`config.mk`:
```
export PLATFORM = sky130hd
export DESIGN_NAME = block_ram_reset_sequencer
export DESIGN_NICKNAME = d
export VERILOG_FILES = /design/src/bram_rst_seq_pkg.sv /design/src/block_ram_reset_sequencer.sv
export SDC_FILE = /design/constraint.sdc
export NUM_CORES = 1
export LEC_CHECK = 0
export BUFFER_PORTS_ARGS = -buffer_cell sky130_fd_sc_hd__buf_2
export CELL_PAD_IN_SITES_DETAIL_PLACEMENT = 1
export CELL_PAD_IN_SITES_GLOBAL_PLACEMENT = 2
export CORE_MARGIN = 1.5
export CORE_UTILIZATION = 32
export CTS_CLUSTER_SIZE = 20
export DETAILED_ROUTE_END_ITERATION = 12
export HOLD_SLACK_MARGIN = 0.12
export PLACE_DENSITY_LB_ADDON = 0.2
export SLEW_MARGIN = 25
export SYNTH_ARGS = -nofsm -noshare
export SYNTH_HDL_FRONTEND = slang
export SYNTH_SLANG_ARGS = --single-unit
```
`constraint.sdc`:
```
create_clock -name i_clock -period 1.9 [get_ports i_clock]
set_clock_uncertainty 0.2 [all_clocks]
set_input_delay 0.095 -clock i_clock [delete_from_list [all_inputs] [get_ports i_clock]]
set_output_delay 0.095 -clock i_clock [all_outputs]
set_load 0.01 [all_outputs]
```
`src/bram_rst_seq_pkg.sv`:
```
// Purpose: Constants and states for the block memory reset sequencer
// Assumes: One clock, i_clock at 200 MHz
// Notes:   Function
// Function
// - The global set/reset input of the memory is treated as asynchronous to its clocks.
// - In FIFO use global reset is always enabled and the strobes act as the clock enables.
// - Full FIFO reset and read pointer reset are asynchronous inputs of the memory.
// - With synchronous reset and global reset disabled, no ordering applies.
package bram_rst_seq_pkg;
  localparam int unsigned CLK_MHZ      = 200;
  localparam int unsigned GAP_CYCLES   = 1;
  localparam int unsigned RST_CYCLES   = 1;
  localparam logic [1:0]  CNT_RST      = 2'h0;
  typedef enum logic [2:0] {
    ST_IDLE    = 3'b000,
    ST_DROP    = 3'b001,
    ST_RESET   = 3'b010,
    ST_RELEASE = 3'b011,
    ST_DONE    = 3'b100
  } seq_state_t;
endpackage : bram_rst_seq_pkg

```
`src/block_ram_reset_sequencer.sv`:
```
// Purpose: Orders memory resets against its clock enables or FIFO strobes
// Assumes: Requests and enables come from logic on i_clock
// Notes:   Reset outputs feed asynchronous memory reset inputs
`timescale 1ns/10ps
`default_nettype none
module block_ram_reset_sequencer (
  input  wire logic i_clock,
  input  wire logic i_rst,
  input  wire logic i_req_full,
  input  wire logic i_req_rdptr,
  input  wire logic i_sync_mode,
  input  wire logic i_wr_en,
  input  wire logic i_rd_en,
  output var  logic o_wr_en,
  output var  logic o_rd_en,
  output var  logic o_global_set_reset,
  output var  logic o_read_pointer_reset,
  output var  logic o_busy,
  output var  logic o_done
);
  bram_rst_seq_pkg::seq_state_t state_r, state_nxt;
  logic [1:0] cnt_r;
  logic       full_r;
  logic       full_nxt;
  wire logic  req_any   = i_req_full | i_req_rdptr;
  wire logic  cnt_end   = cnt_r == 2'(bram_rst_seq_pkg::GAP_CYCLES - 1);
  wire logic  in_seq    = state_r != bram_rst_seq_pkg::ST_IDLE
                       && state_r != bram_rst_seq_pkg::ST_DONE;
  wire logic  in_rst    = state_r == bram_rst_seq_pkg::ST_RESET;
  // Read pointer reset gates only the read strobe; full reset gates both
  wire logic  gate_wr   = in_seq & full_r & ~i_sync_mode;
  wire logic  gate_rd   = in_seq & ~i_sync_mode;
  // Synchronous mode: no ordering needed, reset pulses with enables live
  wire logic  sync_go   = i_sync_mode & req_any & (state_r == bram_rst_seq_pkg::ST_IDLE);

  always_comb begin
    state_nxt = state_r;
    full_nxt  = full_r;
    unique case (state_r)
      bram_rst_seq_pkg::ST_IDLE, bram_rst_seq_pkg::ST_DONE: begin
        if (req_any & ~i_sync_mode) begin
          state_nxt = bram_rst_seq_pkg::ST_DROP;
          full_nxt  = i_req_full;
        end else begin
          state_nxt = bram_rst_seq_pkg::ST_IDLE;
        end
      end
      bram_rst_seq_pkg::ST_DROP:
        if (cnt_end) state_nxt = bram_rst_seq_pkg::ST_RESET;
      bram_rst_seq_pkg::ST_RESET:
        state_nxt = bram_rst_seq_pkg::ST_RELEASE;
      bram_rst_seq_pkg::ST_RELEASE:
        if (cnt_end) state_nxt = bram_rst_seq_pkg::ST_DONE;
      default: state_nxt = bram_rst_seq_pkg::ST_IDLE;
    endcase
  end

  always_ff @(posedge i_clock or posedge i_rst) begin
    if (i_rst) begin
      state_r <= bram_rst_seq_pkg::ST_IDLE;
      cnt_r   <= bram_rst_seq_pkg::CNT_RST;
      full_r  <= 1'b0;
    end else begin
      state_r <= state_nxt;
      full_r  <= full_nxt;
      cnt_r   <= (state_nxt != state_r) ? bram_rst_seq_pkg::CNT_RST : cnt_r + 2'h1;
    end
  end

  // All outputs registered; read enable, and write enable for a full reset, are forced low while the sequence runs
  always_ff @(posedge i_clock or posedge i_rst) begin
    if (i_rst) begin
      o_wr_en              <= 1'b0;
      o_rd_en              <= 1'b0;
      o_global_set_reset   <= 1'b0;
      o_read_pointer_reset <= 1'b0;
      o_busy               <= 1'b0;
      o_done               <= 1'b0;
    end else begin
      o_wr_en              <= i_wr_en & ~(gate_wr | (state_nxt != bram_rst_seq_pkg::ST_IDLE
                              && state_nxt != bram_rst_seq_pkg::ST_DONE && full_nxt
                              && !i_sync_mode));
      o_rd_en              <= i_rd_en & ~(gate_rd | (state_nxt != bram_rst_seq_pkg::ST_IDLE
                              && state_nxt != bram_rst_seq_pkg::ST_DONE && !i_sync_mode));
      o_global_set_reset   <= (state_nxt == bram_rst_seq_pkg::ST_RESET && full_nxt)
                              | (sync_go & i_req_full);
      o_read_pointer_reset <= (state_nxt == bram_rst_seq_pkg::ST_RESET && !full_nxt)
                              | (sync_go & i_req_rdptr & ~i_req_full);
      o_busy               <= state_nxt != bram_rst_seq_pkg::ST_IDLE
                              && state_nxt != bram_rst_seq_pkg::ST_DONE;
      o_done               <= state_nxt == bram_rst_seq_pkg::ST_DONE;
    end
  end

  // Synchronous mode is exempt from ordering, so the ordering checks skip it
  AST_DROP_BEFORE_RST: assert property (@(posedge i_clock) disable iff (i_rst)
    ($rose(o_global_set_reset) && !i_sync_mode) |-> $past(!o_wr_en && !o_rd_en))
    else $error("reset asserted with enables high");
  AST_HOLD_AFTER_RST: assert property (@(posedge i_clock) disable iff (i_rst)
    ($fell(o_global_set_reset) && !i_sync_mode) |-> !o_wr_en && !o_rd_en)
    else $error("enables returned too early");
  AST_RD_GATED: assert property (@(posedge i_clock) disable iff (i_rst)
    (o_read_pointer_reset && !i_sync_mode) |-> !o_rd_en)
    else $error("read strobe live during pointer reset");
  AST_DONE_FOLLOWS: assert property (@(posedge i_clock) disable iff (i_rst)
    ($fell(o_global_set_reset) && !i_sync_mode) |-> ##[1:3] o_done)
    else $error("done missing after reset");
  AST_WR_GATED: assert property (@(posedge i_clock) disable iff (i_rst)
    (o_global_set_reset && !i_sync_mode) |-> !o_wr_en)
    else $error("write strobe live during full reset");
  AST_RST_ONE: assert property (@(posedge i_clock) disable iff (i_rst)
    (o_busy && o_global_set_reset) |=> !o_global_set_reset)
    else $error("reset pulse too long");
  AST_SYNC_FREE: assert property (@(posedge i_clock) disable iff (i_rst)
    (i_sync_mode && state_r == bram_rst_seq_pkg::ST_IDLE) |=> !o_busy)
    else $error("sequence ran in sync mode");
  AST_BUSY_DONE: assert property (@(posedge i_clock) disable iff (i_rst)
    o_done |-> !o_busy)
    else $error("done while busy");
  COV_FULL: cover property (@(posedge i_clock) o_global_set_reset ##[1:4] o_done);
  COV_RDPTR: cover property (@(posedge i_clock) o_read_pointer_reset ##[1:4] o_done);
  COV_SYNC: cover property (@(posedge i_clock) i_sync_mode && o_global_set_reset);
endmodule : block_ram_reset_sequencer
`default_nettype wire

```
==> flow_summary.yaml <==
status:
  status: "finished, final reports clean"
grt:
  grt_pass1_vias: 509
  grt_overflow: 0
  track_usage_pct: 15.0
  grt_max_degree: 13
  grt_pass1_wl_um: 2180
  antenna_found_initial: 0
placed_design:
  port_buffers: 12
  gp_congestion: 0.761
  place_ws_ps: 323
  dp_hpwl_um: 962
clock_network:
  root_buffer: "clkbuf_4"
  cts_buffers: 3
  numClockSinks: 12
  cts_tree: "built"
  clock_latency_ps: 270
  clock_tree.buffer_depth: 2
  h-tree-depth: 1
  clk_pin_slew_ps: 70
floorplanning:
  die_h_um: 46.1
  initial_core_util_pct: 34.3
  placementRows: 15
  core_um2: 1730
  die_area_um2: 2120
  die_w_um: 46.1
  ios: 13
critical_path:
  cp_cell_sequence: "nor2_2 > a21oi_1 > nor2b_1 > dlygate4sd3_1"
  endpoint_kind: "register"
  cp.required_ps: 1910
  cp_max_fo: 9
  cpMaxStageDelayCell: "dlygate4sd3_1"
  crit_arrival_ps: 1830
  max_stage_delay_ps: 560
  path_class: "reg -> reg"
  worst-path-buf-inv: 1
  crit_family: "buffers and inverters"
  cp-start-kind: "register"
logic_synthesis:
  ys_seq_elements: 12
  netlist_area_um2: 593
  ys_types: 26
  ys_seq_area_share_pct: 50.6
  syn_nets: 61
  syn_avg_cell_area_um2: 11.2
  netlist_instances: 53
  yosysWarnings: 0
detailed_routing:
  drc: 0
  viasPerCell: 4.82
  ant_nets: 0
  via_count: 487
  wl_per_cell_um: 13.5
  dr.pass1.iters: 4
  drt_iter0_drc: 9
  routed_wl_um: 1360
sta:
  setup-tns-final_ps: 0
  finalSetupViolCount: 0
  slew_headroom_pct: 70.3
  post-route-period-util_pct: 95.4
  fmax_mhz: 552
  drv_slew: 0
  setup_slack_ps: 86.9
  post-route-min-period_ps: 1810
  rsz0062_at_grt: "false"
  finalHoldViolations: 0
  tightestPinTransition_ps: 444
finish:
  drive_gt1_share_pct: 27.6
  nets: 85
  regArea_um2: 300
  area_delta_synth_final_pct: 33.1
  multi_input_area_um2: 267
  fillers: 209
  diodes: 0
power_and_ir_drop:
  powerDensity_nw_per_um2: 1510
  p_leak_nw: 0.359
  vdd.ir_drop.worst_mv: 0.614
run:
  maxCapViolCount: 0
worst_hold_path:
  hp-class: "in -> async"
[synthesized netlist by cell type]
master / count / area [um2]
o2bb2ai_1: 1 / 8.76
a21boi_0: 1 / 7.51
or3_4: 1 / 11.3
nor2_2: 1 / 6.26
or3b_1: 1 / 8.76
o32ai_4: 1 / 27.5
buf_6: 1 / 11.3
and2_2: 1 / 7.51
nor2_1: 2 / 7.51
nand2b_1: 3 / 18.8
dfrtp_1: 12 / 300
inv_1: 4 / 15.0
o22ai_1: 1 / 6.26
nor3_1: 2 / 10.0
and3b_1: 2 / 17.5
nand4bb_1: 1 / 11.3
o21ai_1: 2 / 10.0
nor3b_1: 2 / 15.0
o21bai_1: 1 / 7.51
ha_1: 1 / 12.5
nand2_1: 2 / 7.51
o32ai_2: 1 / 16.3
or2_1: 1 / 6.26
o21ai_0: 3 / 15.0
a21oi_1: 3 / 15.0
nor2b_1: 2 / 12.5
[cell families after synthesis]
family,share of synthesized area [%]
compound gates,19.2
fa+ha+maj,2.11
buf+inv,4.43
flops,50.6
simple gates,23.6
[flip-flops by register name, summed over array words and instances (netlist names)]
register / cells
cnt_r: 2
full_r: 1
o_busy: 1
o_done: 1
o_global_set_reset: 1
o_rd_en: 1
o_read_pointer_reset: 1
o_wr_en: 1
state_r: 3
[worst register-to-register path: stages, from the launching register on]
cell and delay, ps:
dfrtp_1 470, nor2_2 300, a21oi_1 120, nor2b_1 110
dlygate4sd3_1 560
[metrics by stage]
| step | power (mW) | instances | hold WS (ps) | util [%] | area, um2 |
|---|---|---|---|---|---|
| floorplan | 0.838 | 53 | -240 | - | 593 |
| global placement | 0.980 | 89 | -65.4 | 39.0 | 673 |
| CTS | 1.21 | 101 | 186 | 45.7 | 790 |
| global route | 1.29 | 101 | 215 | 45.7 | 790 |
| finish | 1.19 | 101 | 158 | 45.7 | 790 |
| detailed placement | 0.979 | 89 | -65.9 | 39.0 | 673 |
[routing by layer]
metal / track usage, % / vias to the layer above / wire, um
li1: - / 234 / -
met1: 17.0 / 237 / 610
met2: 25.6 / 14 / 675
met3: 7.06 / 2 / 73
met4: 3.43 / 0 / 4
met5: 0 / - / 0
[final cells by class]
type / count / share of cell area (%)
flip-flops and latches: 12 / 38.0
repair buffers: 20 / 17.7
clock buffers: 4 / 4.60
inverters: 4 / 1.90
well taps: 25 / 3.96
multi-input cells: 36 / 33.8
[path summary, 6_finish.rpt]
kind / slack, ps / cells past startpoint / end / startpoint
min: 160 / 3 / o_wr_en$_DFF_PP0_ / i_rst
min in group i_clock: 230 / 1 / cnt_r[0]$_DFF_PP0_ / cnt_r[0]$_DFF_PP0_
max: 90 / 4 / o_rd_en$_DFF_PP0_ / state_r[0]$_DFF_PP0_
max in group asynchronous: 1030 / 3 / o_read_pointer_reset$_DFF_PP0_ / i_rst
min reg2reg: 230 / 1 / cnt_r[0]$_DFF_PP0_ / cnt_r[0]$_DFF_PP0_
max reg2reg: 90 / 4 / o_rd_en$_DFF_PP0_ / state_r[0]$_DFF_PP0_
[where the power goes]
part	leakage [nW]	internal, mW	total [mW]	switching [mW]
Combinational	0.186	0.251	0.524	0.273
Sequential	0.152	0.367	0.469	0.102
Clock	0.0210	0.117	0.201	0.0843
Total	0.359	0.735	1.19	0.459
[layout by cell type (no fill, tap or decap), types with 2 or more instances in the layout]
cell type | Yosys | final
dfrtp_1 | 12 | 12
buf_2 | 0 | 12
dlygate4sd3_1 | 0 | 8
inv_1 | 4 | 4
nand2b_1 | 3 | 3
a21oi_1 | 3 | 3
o21ai_0 | 3 | 3
clkbuf_4 | 0 | 3
nor2_1 | 2 | 2
o21ai_1 | 2 | 2
and3b_1 | 2 | 2
nor2b_1 | 2 | 2
nor3_1 | 2 | 2
nor3b_1 | 2 | 2
nand2_1 | 2 | 2
[timing repair]
item / CTS / global route
buffers inserted: 0 / 0
hold endpoints to repair: 20 / 0
endpoints found under the setup margin: 0 / 0
resized for setup: 0 / 0
hold buffers: 8 / 0
No activity file was read; power rests on OpenSTA's default activity.
